$ cat src/rtl/basis_regs_pkg.sv
// Constants, field layouts and carrier types for the reference and excitation register bank.
// Assumes a single 125 MHz clock domain and an AXI4-Lite master on the register side.
//
// Contract
// - Reference monitor field: 00 off, 01 low, 10 low and high, 11 low plus pull-together.
// - Positive buffer bypass bit: clear enables buffer, set disables; resets clear.
// - Negative buffer bypass bit: clear enables buffer, set disables; resets set.
// - Reference select: 00 pair zero, 01 pair one, 10 internal, 11 reserved.
// - Internal reference: 00 off, 01 on except power-down, 10 always on, 11 reserved.
// - Rail monitor enable bit turns the amplifier rail monitor on when set.
// - Low-side switch closes when set, opens when clear, forced open in power-down.
// - Four-bit magnitude sets both current sources alike, 0000 off to 1000 top.
// - First excitation register sits at 06h and resets to 00h.
// - Second excitation register sits at 07h and resets to FFh.
// - Second excitation register: source two in 7:4, source one in 3:0; 1101+ disconnected.
// - Reference control register sits at 05h and resets to 10h.

`default_nettype none

package basis_regs_pkg;

	// ------------------------------------------------------------
	// Register offsets and reset values
	// ------------------------------------------------------------
	localparam logic [7:0] OFS_BASIS      = 8'h05;
	localparam logic [7:0] OFS_EXC_MAG    = 8'h06;
	localparam logic [7:0] OFS_EXC_ROUTE  = 8'h07;
	localparam logic [7:0] RST_BASIS      = 8'h10;
	localparam logic [7:0] RST_EXC_MAG    = 8'h00;
	localparam logic [7:0] RST_EXC_ROUTE  = 8'hFF;
	localparam logic [7:0] EXC_MAG_WMASK  = 8'hCF;
	localparam int         REG_W          = 8;

	// ------------------------------------------------------------
	// Field encodings
	// ------------------------------------------------------------
	localparam logic [1:0] MON_OFF        = 2'h0;
	localparam logic [1:0] MON_LOW        = 2'h1;
	localparam logic [1:0] MON_LOW_HIGH   = 2'h2;
	localparam logic [1:0] MON_LOW_PULL   = 2'h3;
	localparam logic [1:0] SEL_INTERNAL   = 2'h2;
	localparam logic [1:0] SEL_RESERVED   = 2'h3;
	localparam logic [1:0] INT_OFF        = 2'h0;
	localparam logic [1:0] INT_ON_RUN     = 2'h1;
	localparam logic [1:0] INT_ON_ALWAYS  = 2'h2;
	localparam logic [3:0] MAG_OFF        = 4'h0;
	localparam logic [3:0] MAG_MAX        = 4'h8;
	localparam logic [3:0] CHAN_LAST      = 4'hC;

	localparam logic [1:0] AXI_OKAY       = 2'h0;
	localparam logic [1:0] AXI_SLVERR     = 2'h2;

	// ------------------------------------------------------------
	// Carrier types
	// ------------------------------------------------------------
	typedef struct packed {
		logic [1:0] basis_monitor_cfg;
		logic       pos_buffer_bypass;
		logic       neg_buffer_bypass;
		logic [1:0] basis_input_select;
		logic [1:0] internal_basis_cfg;
	} basis_ctl_s;

	typedef struct packed {
		logic       rail_monitor_enable;
		logic       low_side_switch;
		logic [1:0] zero_bits;
		logic [3:0] excitation_magnitude;
	} exc_mag_s;

	typedef struct packed {
		logic [3:0] source_two_channel;
		logic [3:0] source_one_channel;
	} exc_route_s;

	// Decoded analog controls handed to the converter core.
	typedef struct packed {
		logic       low_monitor_on;
		logic       high_monitor_on;
		logic       pull_together_on;
		logic       pos_buffer_on;
		logic       neg_buffer_on;
		logic [1:0] basis_input_select;
		logic       internal_basis_on;
		logic       rail_monitor_on;
		logic       switch_closed;
		logic [3:0] excitation_magnitude;
		logic       source_one_connected;
		logic       source_two_connected;
		logic [3:0] source_one_channel;
		logic [3:0] source_two_channel;
	} analog_ctl_s;

endpackage : basis_regs_pkg

`default_nettype wire

$ cat src/rtl/basis_reg_store.sv
// Small three-word register store with registered read data.
// Assumes write and read index come from the bus slave in the same clock domain.

`default_nettype none

module basis_reg_store (
	input  wire logic                                 aclk,
	input  wire logic                                 aresetn,
	input  wire logic                                 clk_en,
	input  wire logic                                 wr_en,
	input  wire logic [1:0]                           wr_idx,
	input  wire logic [basis_regs_pkg::REG_W-1:0]     wr_data,
	input  wire logic                                 rd_en,
	input  wire logic [1:0]                           rd_idx,
	output var  logic [basis_regs_pkg::REG_W-1:0]     rd_data,
	output var  logic [3*basis_regs_pkg::REG_W-1:0]   words
);
	import basis_regs_pkg::*;

	logic [REG_W-1:0] mem [3];

	// Index 1 is the first excitation register; its zero bits are never stored.
	wire logic [REG_W-1:0] masked_data = (wr_idx == 2'd1) ? (wr_data & EXC_MAG_WMASK) : wr_data;

	assign words = {mem[2], mem[1], mem[0]};

	always_ff @(posedge aclk) begin
		if (!aresetn) begin
			mem[0]  <= RST_BASIS;
			mem[1]  <= RST_EXC_MAG;
			mem[2]  <= RST_EXC_ROUTE;
			rd_data <= '0;
		end else if (clk_en) begin
			if (wr_en && wr_idx != 2'd3)
				mem[wr_idx] <= masked_data;
			if (rd_en)
				rd_data <= (rd_idx == 2'd3) ? '0 : mem[rd_idx];
		end
	end

endmodule : basis_reg_store

`default_nettype wire

$ cat src/rtl/basis_excitation_regs.sv
// AXI4-Lite register bank for reference control and excitation current setup.
// Assumes one clock, a synchronous active-low reset and a power-down level from the core.

`default_nettype none

module basis_excitation_regs (
	input  wire logic                                aclk,
	input  wire logic                                aresetn,
	input  wire logic                                clk_en,
	input  wire logic                                power_down,
	input  wire logic [7:0]                          s_axi_awaddr,
	input  wire logic                                s_axi_awvalid,
	output var  logic                                s_axi_awready,
	input  wire logic [31:0]                         s_axi_wdata,
	input  wire logic [3:0]                          s_axi_wstrb,
	input  wire logic                                s_axi_wvalid,
	output var  logic                                s_axi_wready,
	output var  logic [1:0]                          s_axi_bresp,
	output var  logic                                s_axi_bvalid,
	input  wire logic                                s_axi_bready,
	input  wire logic [7:0]                          s_axi_araddr,
	input  wire logic                                s_axi_arvalid,
	output var  logic                                s_axi_arready,
	output var  logic [31:0]                         s_axi_rdata,
	output var  logic [1:0]                          s_axi_rresp,
	output var  logic                                s_axi_rvalid,
	input  wire logic                                s_axi_rready,
	output var  basis_regs_pkg::analog_ctl_s         analog_ctl
);
	import basis_regs_pkg::*;

	// ------------------------------------------------------------
	// Address decode
	// ------------------------------------------------------------
	// Registers sit on word boundaries at four times the printed index.
	function automatic logic [1:0] decode(input logic [7:0] addr);
		if (addr == {OFS_BASIS[5:0], 2'b00})
			decode = 2'd0;
		else if (addr == {OFS_EXC_MAG[5:0], 2'b00})
			decode = 2'd1;
		else if (addr == {OFS_EXC_ROUTE[5:0], 2'b00})
			decode = 2'd2;
		else
			decode = 2'd3;
	endfunction

	// ------------------------------------------------------------
	// Write channel
	// ------------------------------------------------------------
	logic       aw_held;
	logic       w_held;
	logic [7:0] aw_addr;
	logic [7:0] w_data;
	logic       w_lane;

	// Ready is held low while frozen so that no handshake is lost to a stalled edge.
	assign s_axi_awready = clk_en && !aw_held && !s_axi_bvalid;
	assign s_axi_wready  = clk_en && !w_held && !s_axi_bvalid;

	wire logic       aw_take  = s_axi_awvalid && s_axi_awready;
	wire logic       w_take   = s_axi_wvalid && s_axi_wready;
	wire logic       aw_have  = aw_held || aw_take;
	wire logic       w_have   = w_held || w_take;
	wire logic [7:0] wr_addr  = aw_held ? aw_addr : s_axi_awaddr;
	wire logic [7:0] wr_byte  = w_held ? w_data : s_axi_wdata[7:0];
	wire logic       wr_lane  = w_held ? w_lane : s_axi_wstrb[0];
	wire logic [1:0] wr_idx   = decode(wr_addr);
	wire logic       wr_fire  = aw_have && w_have && !s_axi_bvalid;
	// Only byte lane 0 carries data; a write without it stores nothing.
	wire logic       wr_store = wr_fire && wr_lane && wr_idx != 2'd3;

	always_ff @(posedge aclk) begin
		if (!aresetn) begin
			aw_held      <= 1'b0;
			w_held       <= 1'b0;
			aw_addr      <= '0;
			w_data       <= '0;
			w_lane       <= 1'b0;
			s_axi_bvalid <= 1'b0;
			s_axi_bresp  <= AXI_OKAY;
		end else if (clk_en) begin
			if (wr_fire) begin
				aw_held      <= 1'b0;
				w_held       <= 1'b0;
				s_axi_bvalid <= 1'b1;
				s_axi_bresp  <= (wr_idx == 2'd3) ? AXI_SLVERR : AXI_OKAY;
			end else begin
				if (aw_take) begin
					aw_held <= 1'b1;
					aw_addr <= s_axi_awaddr;
				end
				if (w_take) begin
					w_held <= 1'b1;
					w_data <= s_axi_wdata[7:0];
					w_lane <= s_axi_wstrb[0];
				end
				if (s_axi_bvalid && s_axi_bready)
					s_axi_bvalid <= 1'b0;
			end
		end
	end

	// ------------------------------------------------------------
	// Read channel
	// ------------------------------------------------------------
	logic [1:0] rd_idx_q;
	logic       rd_pend;

	assign s_axi_arready = clk_en && !rd_pend && !s_axi_rvalid;

	wire logic       ar_take = s_axi_arvalid && s_axi_arready;
	wire logic [1:0] rd_idx  = decode(s_axi_araddr);
	wire logic [7:0] rd_word;

	always_ff @(posedge aclk) begin
		if (!aresetn) begin
			rd_pend      <= 1'b0;
			rd_idx_q     <= '0;
			s_axi_rvalid <= 1'b0;
			s_axi_rresp  <= AXI_OKAY;
		end else if (clk_en) begin
			rd_pend <= ar_take;
			if (ar_take)
				rd_idx_q <= rd_idx;
			if (rd_pend) begin
				s_axi_rvalid <= 1'b1;
				s_axi_rresp  <= (rd_idx_q == 2'd3) ? AXI_SLVERR : AXI_OKAY;
			end else if (s_axi_rvalid && s_axi_rready) begin
				s_axi_rvalid <= 1'b0;
			end
		end
	end

	// Upper bits of every word read as zero.
	assign s_axi_rdata = {24'h000000, rd_word};

	// ------------------------------------------------------------
	// Register store
	// ------------------------------------------------------------
	wire logic [3*REG_W-1:0] words;

	basis_reg_store u_store (
		.aclk    (aclk),
		.aresetn (aresetn),
		.clk_en  (clk_en),
		.wr_en   (wr_store),
		.wr_idx  (wr_idx),
		.wr_data (wr_byte),
		.rd_en   (ar_take),
		.rd_idx  (rd_idx),
		.rd_data (rd_word),
		.words   (words)
	);

	// ------------------------------------------------------------
	// Field decode toward the converter core
	// ------------------------------------------------------------
	wire basis_ctl_s basis = basis_ctl_s'(words[REG_W-1:0]);
	wire exc_mag_s   mag   = exc_mag_s'(words[2*REG_W-1:REG_W]);
	wire exc_route_s route = exc_route_s'(words[3*REG_W-1:2*REG_W]);

	wire logic low_mon  = basis.basis_monitor_cfg != MON_OFF;
	wire logic high_mon = basis.basis_monitor_cfg == MON_LOW_HIGH;
	wire logic pull_mon = basis.basis_monitor_cfg == MON_LOW_PULL;
	// Reserved internal-reference code is treated as off.
	wire logic int_on   = (basis.internal_basis_cfg == INT_ON_ALWAYS)
		|| (basis.internal_basis_cfg == INT_ON_RUN && !power_down);
	// The switch drops open in power-down whatever software last wrote.
	wire logic sw_close = mag.low_side_switch && !power_down;
	// Codes above the top magnitude are undefined; they drive the sources off.
	wire logic [3:0] mag_eff = (mag.excitation_magnitude > MAG_MAX)
		? MAG_OFF : mag.excitation_magnitude;
	wire logic one_conn = route.source_one_channel <= CHAN_LAST;
	wire logic two_conn = route.source_two_channel <= CHAN_LAST;

	always_ff @(posedge aclk) begin
		if (!aresetn) begin
			analog_ctl <= '0;
			analog_ctl.neg_buffer_on <= 1'b0;
		end else if (clk_en) begin
			analog_ctl.low_monitor_on       <= low_mon;
			analog_ctl.high_monitor_on      <= high_mon;
			analog_ctl.pull_together_on     <= pull_mon;
			analog_ctl.pos_buffer_on        <= !basis.pos_buffer_bypass;
			analog_ctl.neg_buffer_on        <= !basis.neg_buffer_bypass;
			analog_ctl.basis_input_select   <= basis.basis_input_select;
			analog_ctl.internal_basis_on    <= int_on;
			analog_ctl.rail_monitor_on      <= mag.rail_monitor_enable;
			analog_ctl.switch_closed        <= sw_close;
			analog_ctl.excitation_magnitude <= mag_eff;
			analog_ctl.source_one_connected <= one_conn;
			analog_ctl.source_two_connected <= two_conn;
			analog_ctl.source_one_channel   <= route.source_one_channel;
			analog_ctl.source_two_channel   <= route.source_two_channel;
		end
	end

endmodule : basis_excitation_regs

`default_nettype wire

$ cat config.mk
export PLATFORM = sky130hd
export DESIGN_NAME = basis_excitation_regs
export DESIGN_NICKNAME = d
export VERILOG_FILES = /design/src/rtl/basis_regs_pkg.sv /design/src/rtl/basis_reg_store.sv /design/src/rtl/basis_excitation_regs.sv
export SDC_FILE = /design/constraint.sdc
export NUM_CORES = 1
export LEC_CHECK = 0
export ABC_CLOCK_PERIOD_IN_PS = 7050
export CAP_MARGIN = 30
export CORE_MARGIN = 2
export CORE_UTILIZATION = 65
export DETAILED_ROUTE_END_ITERATION = 10
export DONT_BUFFER_PORTS = 1
export PLACE_DENSITY = 0.79
export SLEW_MARGIN = 20
export SYNTH_ARGS = -nofsm -noshare
export SYNTH_HDL_FRONTEND = slang
export SYNTH_SLANG_ARGS = --single-unit
$ cat constraint.sdc
create_clock -name aclk -period 7.05 [get_ports aclk]
set_input_delay 0.3525 -clock aclk [delete_from_list [all_inputs] [get_ports aclk]]
set_output_delay 0.3525 -clock aclk [all_outputs]
set_load 0.05 [all_outputs]
==> metrics.log, run 1 <==
[metrics] core box area: 0.00554 mm2
[metrics] final period utilization: 46.0%
[metrics] Pre-antenna DRT Iters: 4
[metrics] crit path time final: 3.25 ns
[metrics] clock sinks: 82
[metrics] fin nets: 425
[metrics] GP Congestion: 0.844
[metrics] CTS hold repair buffers: 0
[metrics] wire length of the first global-routing pass: 11200 um
[metrics] Post-Syn Area: 0.00376 mm2
[metrics] Skew-Pair Late Insertion Delay: 0.35 ns
[metrics] logic gate share of total power: 9.1%
[metrics] hpwl dp: 4840 um
[metrics] Fill cells: 429
[metrics] Seq. cell area: 0.00188 mm2
[metrics] Tightest Pin Transition: 0.882 ns
[metrics] run status: completed
[metrics] number of buffers created by CTS: 9
[metrics] Reg power frac: 52.9%
[metrics] fin util: 70.8%
[metrics] area of the multi-input gates: 0.00169 mm2
[metrics] required time of the critical path: 7.11 ns
[metrics] starting DRC count in detailed routing: 99
[metrics] proportion of synthesized chip area in sequential cells: 50.1%
[metrics] highest metal layer with signal wires: met4
[metrics] number of warnings printed during yosys synthesis: 0
[metrics] endpoint class of the critical path: flip-flop
[metrics] die footprint: 0.00641 mm2
[metrics] VDD IR-drop max: 0.000224 V
[metrics] number of antenna cells inserted: 0
[metrics] maximum frequency from static timing analysis: 308 MHz
[metrics] DR DRC count: 0
[metrics] largest net degree at the start of global routing: 56
[metrics] endpoints failing setup: 0
[metrics] Met1 Wirelength: 3110 um
[metrics] number of cell rows: 27
[metrics] portion of total power attributed to the clock network: 38.1%
[metrics] synthesized flop and latch total: 82
[metrics] share of total power consumed by net switching: 26.9%
[metrics] Initial Util: 67.8%
[metrics] Port Buffer Count: 0
[metrics] vias in the first global route: 2405
[metrics] cell at the root of the clock tree: sky130_fd_sc_hd__clkbuf_8
[metrics] standby leakage power: 0.00158 uW
[metrics] number of placed I/O pins: 126
[metrics] signed area change from the synthesized netlist to the final layout: 4.36%
[metrics] detailed-route wire length: 6950 um
[metrics] Die Ht: 80.0 um
[metrics] Synth Flop Type: sky130_fd_sc_hd__dfxtp_1
[metrics] sw power: 277 uW
[metrics] total routing usage reported by global routing: 23.1%
[metrics] DRT antenna net count: 0
[metrics] critical path peak fanout: 17
[metrics] total count of hold-check failures in the final report: 0
[metrics] largest clock skew in the final design: 0.00757 ns
[metrics] number of flops mapped to enable cells by yosys: 24
[metrics] power per cell area: 262 mW/mm2
[metrics] WP data arrival: 3.31 ns
[metrics] unrepaired setup endpoints after global routing: false
[metrics] setup TNS after final layout: 0 ns
[metrics] share of cells above drive strength 1: 6.23%
[metrics] number of buffers added for setup after CTS: 0
[metrics] clock tree from TritonCTS: yes
[metrics] post-synthesis instance total: 372
[metrics] routed wire length per instance: 15.8 um
[metrics] Worst Setup Path Type: flip-flop to flip-flop
[metrics] sort of element at the start of the critical path: flip-flop
[metrics] Max Cap Viol: 0
[metrics] final count of pins violating max slew: 0
[metrics] Hold WC Path Type: primary input to flip-flop
[metrics] clock edge transition at the registers on the reported setup and hold paths: 0.08 ns
[metrics] total congestion overflow after global routing: 0
[metrics] Post-Syn Area per Cell: 10.1 um2
[metrics] async set-reset flop share out of synthesis: 0%
[metrics] antenna violations before repair: 0
[metrics] Max transition margin: 40.9%
[metrics] count of different cell masters after synthesis: 44
[metrics] buffers from clock root to sink, at most: 2
[metrics] met2 WL: 3200 um
[metrics] count of instances resized after the clock tree is built: 0
[metrics] cell internal pwr: 752 uW
[metrics] Horiz. Die Dim: 80.0 um
[metrics] CTS H-Tree Depth: 3
[metrics] count of vias placed by the detailed router: 2510
[metrics] routed wl met3: 512 um
[metrics] vias per cell: 5.69
-- worst paths after layout --
path,cells past startpoint,slack [ns],start,endpoint
setup / recovery,5,3.80,aw_held$_SDFFE_PN0P_,u_store.mem[0][5]$_SDFFCE_PN0P_
hold reg to reg,2,0.50,rd_idx_q[0]$_SDFFE_PN0P_,s_axi_rresp[1]$_SDFFE_PN0P_
hold / removal,1,0.09,clk_en,analog_ctl[23]$_SDFFE_PN0P_
setup reg to reg,5,3.80,aw_held$_SDFFE_PN0P_,u_store.mem[0][5]$_SDFFCE_PN0P_
-- layer usage --
metal	up-vias	GRT usage (%)
met5	-	0
met4	0	10.3
li1	1240	-
met3	12	8.14
met2	91	35.8
met1	1167	29.2
-- area by class of cell --
| type | instances | share of cell area (%) |
|---|---|---|
| Timing Repair Buffer | 2 | 0.255 |
| Clock buffer | 10 | 3.80 |
| Sequential cell | 82 | 48.0 |
| Clock inverter | 6 | 2.23 |
| Tap cell | 72 | 2.30 |
| Inverter | 3 | 0.287 |
| Multi-Input combinational cell | 266 | 43.2 |
-- power by group through the flow --
stage	clock network, uW	registers, uW	logic, uW
3_3_place_gp	0	555	90.8
4_1_cts	399	544	93.1
3_5_place_dp	0	555	92.6
5_1_grt	420	547	101
6_report	392	544	93.5
2_1_floorplan	0	549	106
-- synth_stat cells (all sizes together) (2+ instances only) --
cell      n  share of area, %
a21boi    5               1.0
a21oi    14               1.9
a2bb2oi   3              0.70
and3b     2              0.47
buf      30               5.6
clkbuf   18               1.8
dfxtp    58                31
edfxtp   24                19
inv       3              0.30
mux2      3              0.90
mux2i    42                11
nand2    28               2.8
nand2b    9               1.5
nand3     9               1.2
nand3b    4              0.80
nor2     17               1.7
nor2b    40               6.7
nor3      9               1.2
nor3b     4              0.80
nor4      2              0.33
o2111ai   2              0.47
o211a     5               1.3
o21a      2              0.40
o21ai    17               2.3
o221ai    2              0.47
o22ai     2              0.33
or3       2              0.33
or4       2              0.40
-- kinds of logic after synthesis --
logic type	after synthesis	synth area share, %
multiplexers	45	12.1
buffers and inverters	51	7.72
flip-flops	82	50.1
XOR/XNOR	1	0.233
other	1	0.0998
AND/OR/NAND/NOR	135	19.8
AO/OA/AOI/OAI	57	9.99
-- per-stage QoR --
stage               setup WS [ns]  total power, uW  std cells  instance area (um2)  hold WS, ns
finish                       3.80             1030        441                 3920       0.0857
global route                 3.57             1070        441                 3920       0.0616
CTS                          3.80             1040        440                 3920       0.0727
detailed placement           3.82              648        424                 3680        0.449
global placement             3.81              646        423                 3680        0.447
floorplan                    4.26              655        399                 3860        0.471
-- sequential cells by signal (all words and copies together), names as in the netlist --
| signal | cells |
|---|---|
| analog_ctl | 24 |
| u_store.mem | 24 |
| aw_addr | 8 |
| u_store.rd_data | 8 |
| w_data | 8 |
| rd_idx_q | 2 |
| aw_held | 1 |
| rd_pend | 1 |
| s_axi_bresp | 1 |
| s_axi_bvalid | 1 |
| s_axi_rresp | 1 |
| s_axi_rvalid | 1 |
| w_held | 1 |
| w_lane | 1 |
-- cell usage in the layout (no fill, tap or decap), drive strengths merged, types with 2 or more instances in the layout --
cell,netlist,layout
dfxtp,58,58
mux2i,42,42
nor2b,40,40
nand2,28,28
conb,1,28
edfxtp,24,24
o21ai,17,17
nor2,17,17
a21oi,14,14
clkbuf,18,10
nor3,9,9
nand2b,9,9
nand3,9,9
a21boi,5,5
o211a,5,5
nand3b,4,4
nor3b,4,4
clkinv,0,4
inv,3,3
mux2,3,3
a2bb2oi,3,3
or3,2,2
o221ai,2,2
or4,2,2
and3b,2,2
o22ai,2,2
nor4,2,2
o21a,2,2
o2111ai,2,2
bufinv,0,2
buf,30,2
-- worst max-delay path: stages (launching register included) --
cell                      delay [ns]
sky130_fd_sc_hd__dfxtp_1        0.64
sky130_fd_sc_hd__or4bb_1        0.44
sky130_fd_sc_hd__o22a_1         0.27
sky130_fd_sc_hd__or4_1          0.70
sky130_fd_sc_hd__o21ai_0        0.65
sky130_fd_sc_hd__buf_2          0.28
(Power assumes the default switching activity.)
==> run 2: changes to the inputs <==
ABC_CLOCK_PERIOD_IN_PS = 3300   (was 7050)
CORE_UTILIZATION = 62   (was 65)
PLACE_DENSITY = 0.76   (was 0.79)
clock period = 3.3 ns   (was 7.05 ns; I/O delays follow)
==> run 2 against run 1 <==
Combinational power rose to 2.5 times the previous value; die area rose by 4.6%; clock power rose by 57%; worst hold slack got worse by 0.077 ns; critical path type unchanged; critical endpoint is now u_store.mem[2][1]$_SDFFCE_PN1P_.
==> metrics.log, run 2 (synthesis results as in run 1) <==
[metrics] final period utilization: 83.5%
[metrics] Worst Hold Launch: clk_en
[metrics] detailed-route wire length: 7370 um
[metrics] cell-by-cell trace of the critical path: or4bb_1 -> o22a_1 -> or4_1 -> o21ai_0 -> buf_4
[metrics] Die Ht: 81.9 um
[metrics] number of placed I/O pins: 126
[metrics] buffers from clock root to sink, at most: 2
[metrics] Fill cells: 449
[metrics] clock tree from TritonCTS: yes
[metrics] power per cell area: 490 mW/mm2
[metrics] Horiz. Die Dim: 81.9 um
[metrics] leading cell type in the layout, fill and taps excluded: sky130_fd_sc_hd__dfxtp_1
[metrics] GP Congestion: 0.828
[metrics] number of cell rows: 28
[metrics] unrepaired setup endpoints after global routing: false
[metrics] vias in the first global route: 2463
[metrics] count of instances resized after the clock tree is built: 0
[metrics] Initial Util: 63.9%
[metrics] worst-case register-to-register setup slack: 0.55 ns
[metrics] biggest regs: analog_ctl: 24 flops, u_store.mem: 24 flops
[metrics] WP data arrival: 2.81 ns
[metrics] Skew-Pair Late Insertion Delay: 0.35 ns
[metrics] setup TNS after final layout: 0 ns
[metrics] Worst Setup Path Type: flip-flop to flip-flop
[metrics] Tightest Pin Transition: 0.874 ns
[metrics] VDD IR-drop max: 0.000265 V
[metrics] crit path time final: 2.75 ns
[metrics] endpoints failing setup: 0
[metrics] vias per cell: 5.61
[metrics] origin of the critical flop-to-flop path: aw_held$_SDFFE_PN0P_
[metrics] fin nets: 449
[metrics] fin util: 69.7%
[metrics] critical path peak fanout: 17
[metrics] antenna violations before repair: 0
[metrics] largest incremental delay on the critical path: 0.70 ns
[metrics] Critical path destination: u_store.mem[2][1]$_SDFFCE_PN1P_
[metrics] Slowest-stage cell, CP: sky130_fd_sc_hd__or4_1
[metrics] reg-to-reg endpoint: u_store.mem[2][1]$_SDFFCE_PN1P_
[metrics] total routing usage reported by global routing: 23.1%
[metrics] leading cell types in the layout, fill and taps excluded: 58 x sky130_fd_sc_hd__dfxtp_1, 42 x sky130_fd_sc_hd__mux2i_1, 40 x sky130_fd_sc_hd__nor2b_1
[metrics] largest net degree at the start of global routing: 48
[metrics] Max transition margin: 41.5%
[metrics] Pre-antenna DRT Iters: 4
[metrics] die footprint: 0.00670 mm2
[metrics] number of antenna cells inserted: 0
[metrics] Hold WC Path Type: primary input to flip-flop
[metrics] starting DRC count in detailed routing: 121
[metrics] clock edge transition at the registers on the reported setup and hold paths: 0.08 ns
[metrics] maximum frequency from static timing analysis: 363 MHz
[metrics] sort of element at the start of the critical path: flip-flop
[metrics] routed wire length per instance: 15.7 um
[metrics] largest clock skew in the final design: 0.00864 ns
[metrics] Critical path origin: aw_held$_SDFFE_PN0P_
[metrics] total congestion overflow after global routing: 0
[metrics] final count of pins violating max slew: 0
[metrics] count of vias placed by the detailed router: 2624
[metrics] endpoint class of the critical path: flip-flop
[metrics] cell at the root of the clock tree: sky130_fd_sc_hd__clkbuf_8
[metrics] Port Buffer Count: 0
[metrics] number of buffers created by CTS: 9
[metrics] share of cells above drive strength 1: 5.09%
[metrics] cells on worst reg2reg path: 5
[metrics] number of buffers added for setup after CTS: 0
[metrics] Max Cap Viol: 0
[metrics] DR DRC count: 0
[metrics] hpwl dp: 4770 um
[metrics] signed area change from the synthesized netlist to the final layout: 9.19%
[metrics] DRT antenna net count: 0
[metrics] CTS H-Tree Depth: 3
[metrics] clock sinks: 82
[metrics] core box area: 0.00589 mm2
[metrics] run status: completed
[metrics] wire length of the first global-routing pass: 11600 um
[metrics] required time of the critical path: 3.36 ns
[metrics] standby leakage power: 0.00165 uW
[metrics] total count of hold-check failures in the final report: 0
[run 2: what timing repair did]
action,4_1_cts,5_1_grt
hold buffers,23,0
endpoints found under the setup margin,0,0
endpoints found under the hold margin,50,0
[run 2: where the power goes]
group	switching [uW]	total [uW]	internal (uW)
clock network	332	615	283
logic	148	235	87.0
registers	93.2	1160	1070
total	573	2010	1440
[run 2: how the worst min path moves through the flow]
stage | slack (ns) | cells after the start | endpoint
after floorplan | 0.31 | 2 | aw_held$_SDFFE_PN0P_
after global placement | 0.26 | 1 | analog_ctl[23]$_SDFFE_PN0P_
after detailed placement | 0.26 | 1 | rd_idx_q[0]$_SDFFE_PN0P_
after CTS | 0.0008 | 2 | analog_ctl[0]$_SDFFE_PN0P_
after global routing | 0.0002 | 2 | analog_ctl[21]$_SDFFE_PN0P_
final | 0.009 | 2 | analog_ctl[0]$_SDFFE_PN0P_
[run 2: final cells by class]
| type | instances | area [um2] | area share (%) |
|---|---|---|---|
| timing repair buffer | 26 | 263 | 6.40 |
| sequential | 82 | 1880 | 45.9 |
| tap | 75 | 93.8 | 2.29 |
| clock buffer | 11 | 141 | 3.45 |
| inverter | 3 | 11.3 | 0.274 |
| multi-input combinational | 266 | 1690 | 41.2 |
| clock inverter | 5 | 20.0 | 0.488 |
[run 2: stage by stage]
stage          setup WS (ns)  total power (uW)  hold slack [ns]  instances  cell area, um2
2_1_floorplan          0.548              1400            0.306        399            3860
3_3_place_gp           0.628              1380            0.261        429            3700
3_5_place_dp           0.572              1390            0.263        429            3700
4_1_cts                0.560              2020         0.000824        468            4100
5_1_grt                0.390              2090         0.000183        468            4100
6_report               0.546              2010          0.00860        468            4100
[run 2: worst max-delay path, delay by kind of cell (launching register included)]
family / cells / cell delay (ns)
simple gates: 2 / 1.15
flops: 1 / 0.65
compound gates: 2 / 0.47
buf+inv: 1 / 0.19
[run 2: layer usage]
layer | track usage [%] | vias to the layer above | part of all wire (%)
met2 | 37.7 | 103 | 48
met4 | 8.50 | 0 | 0.95
met5 | 0 | - | 0
met3 | 7.36 | 7 | 7.5
li1 | - | 1291 | -
met1 | 28.7 | 1223 | 43
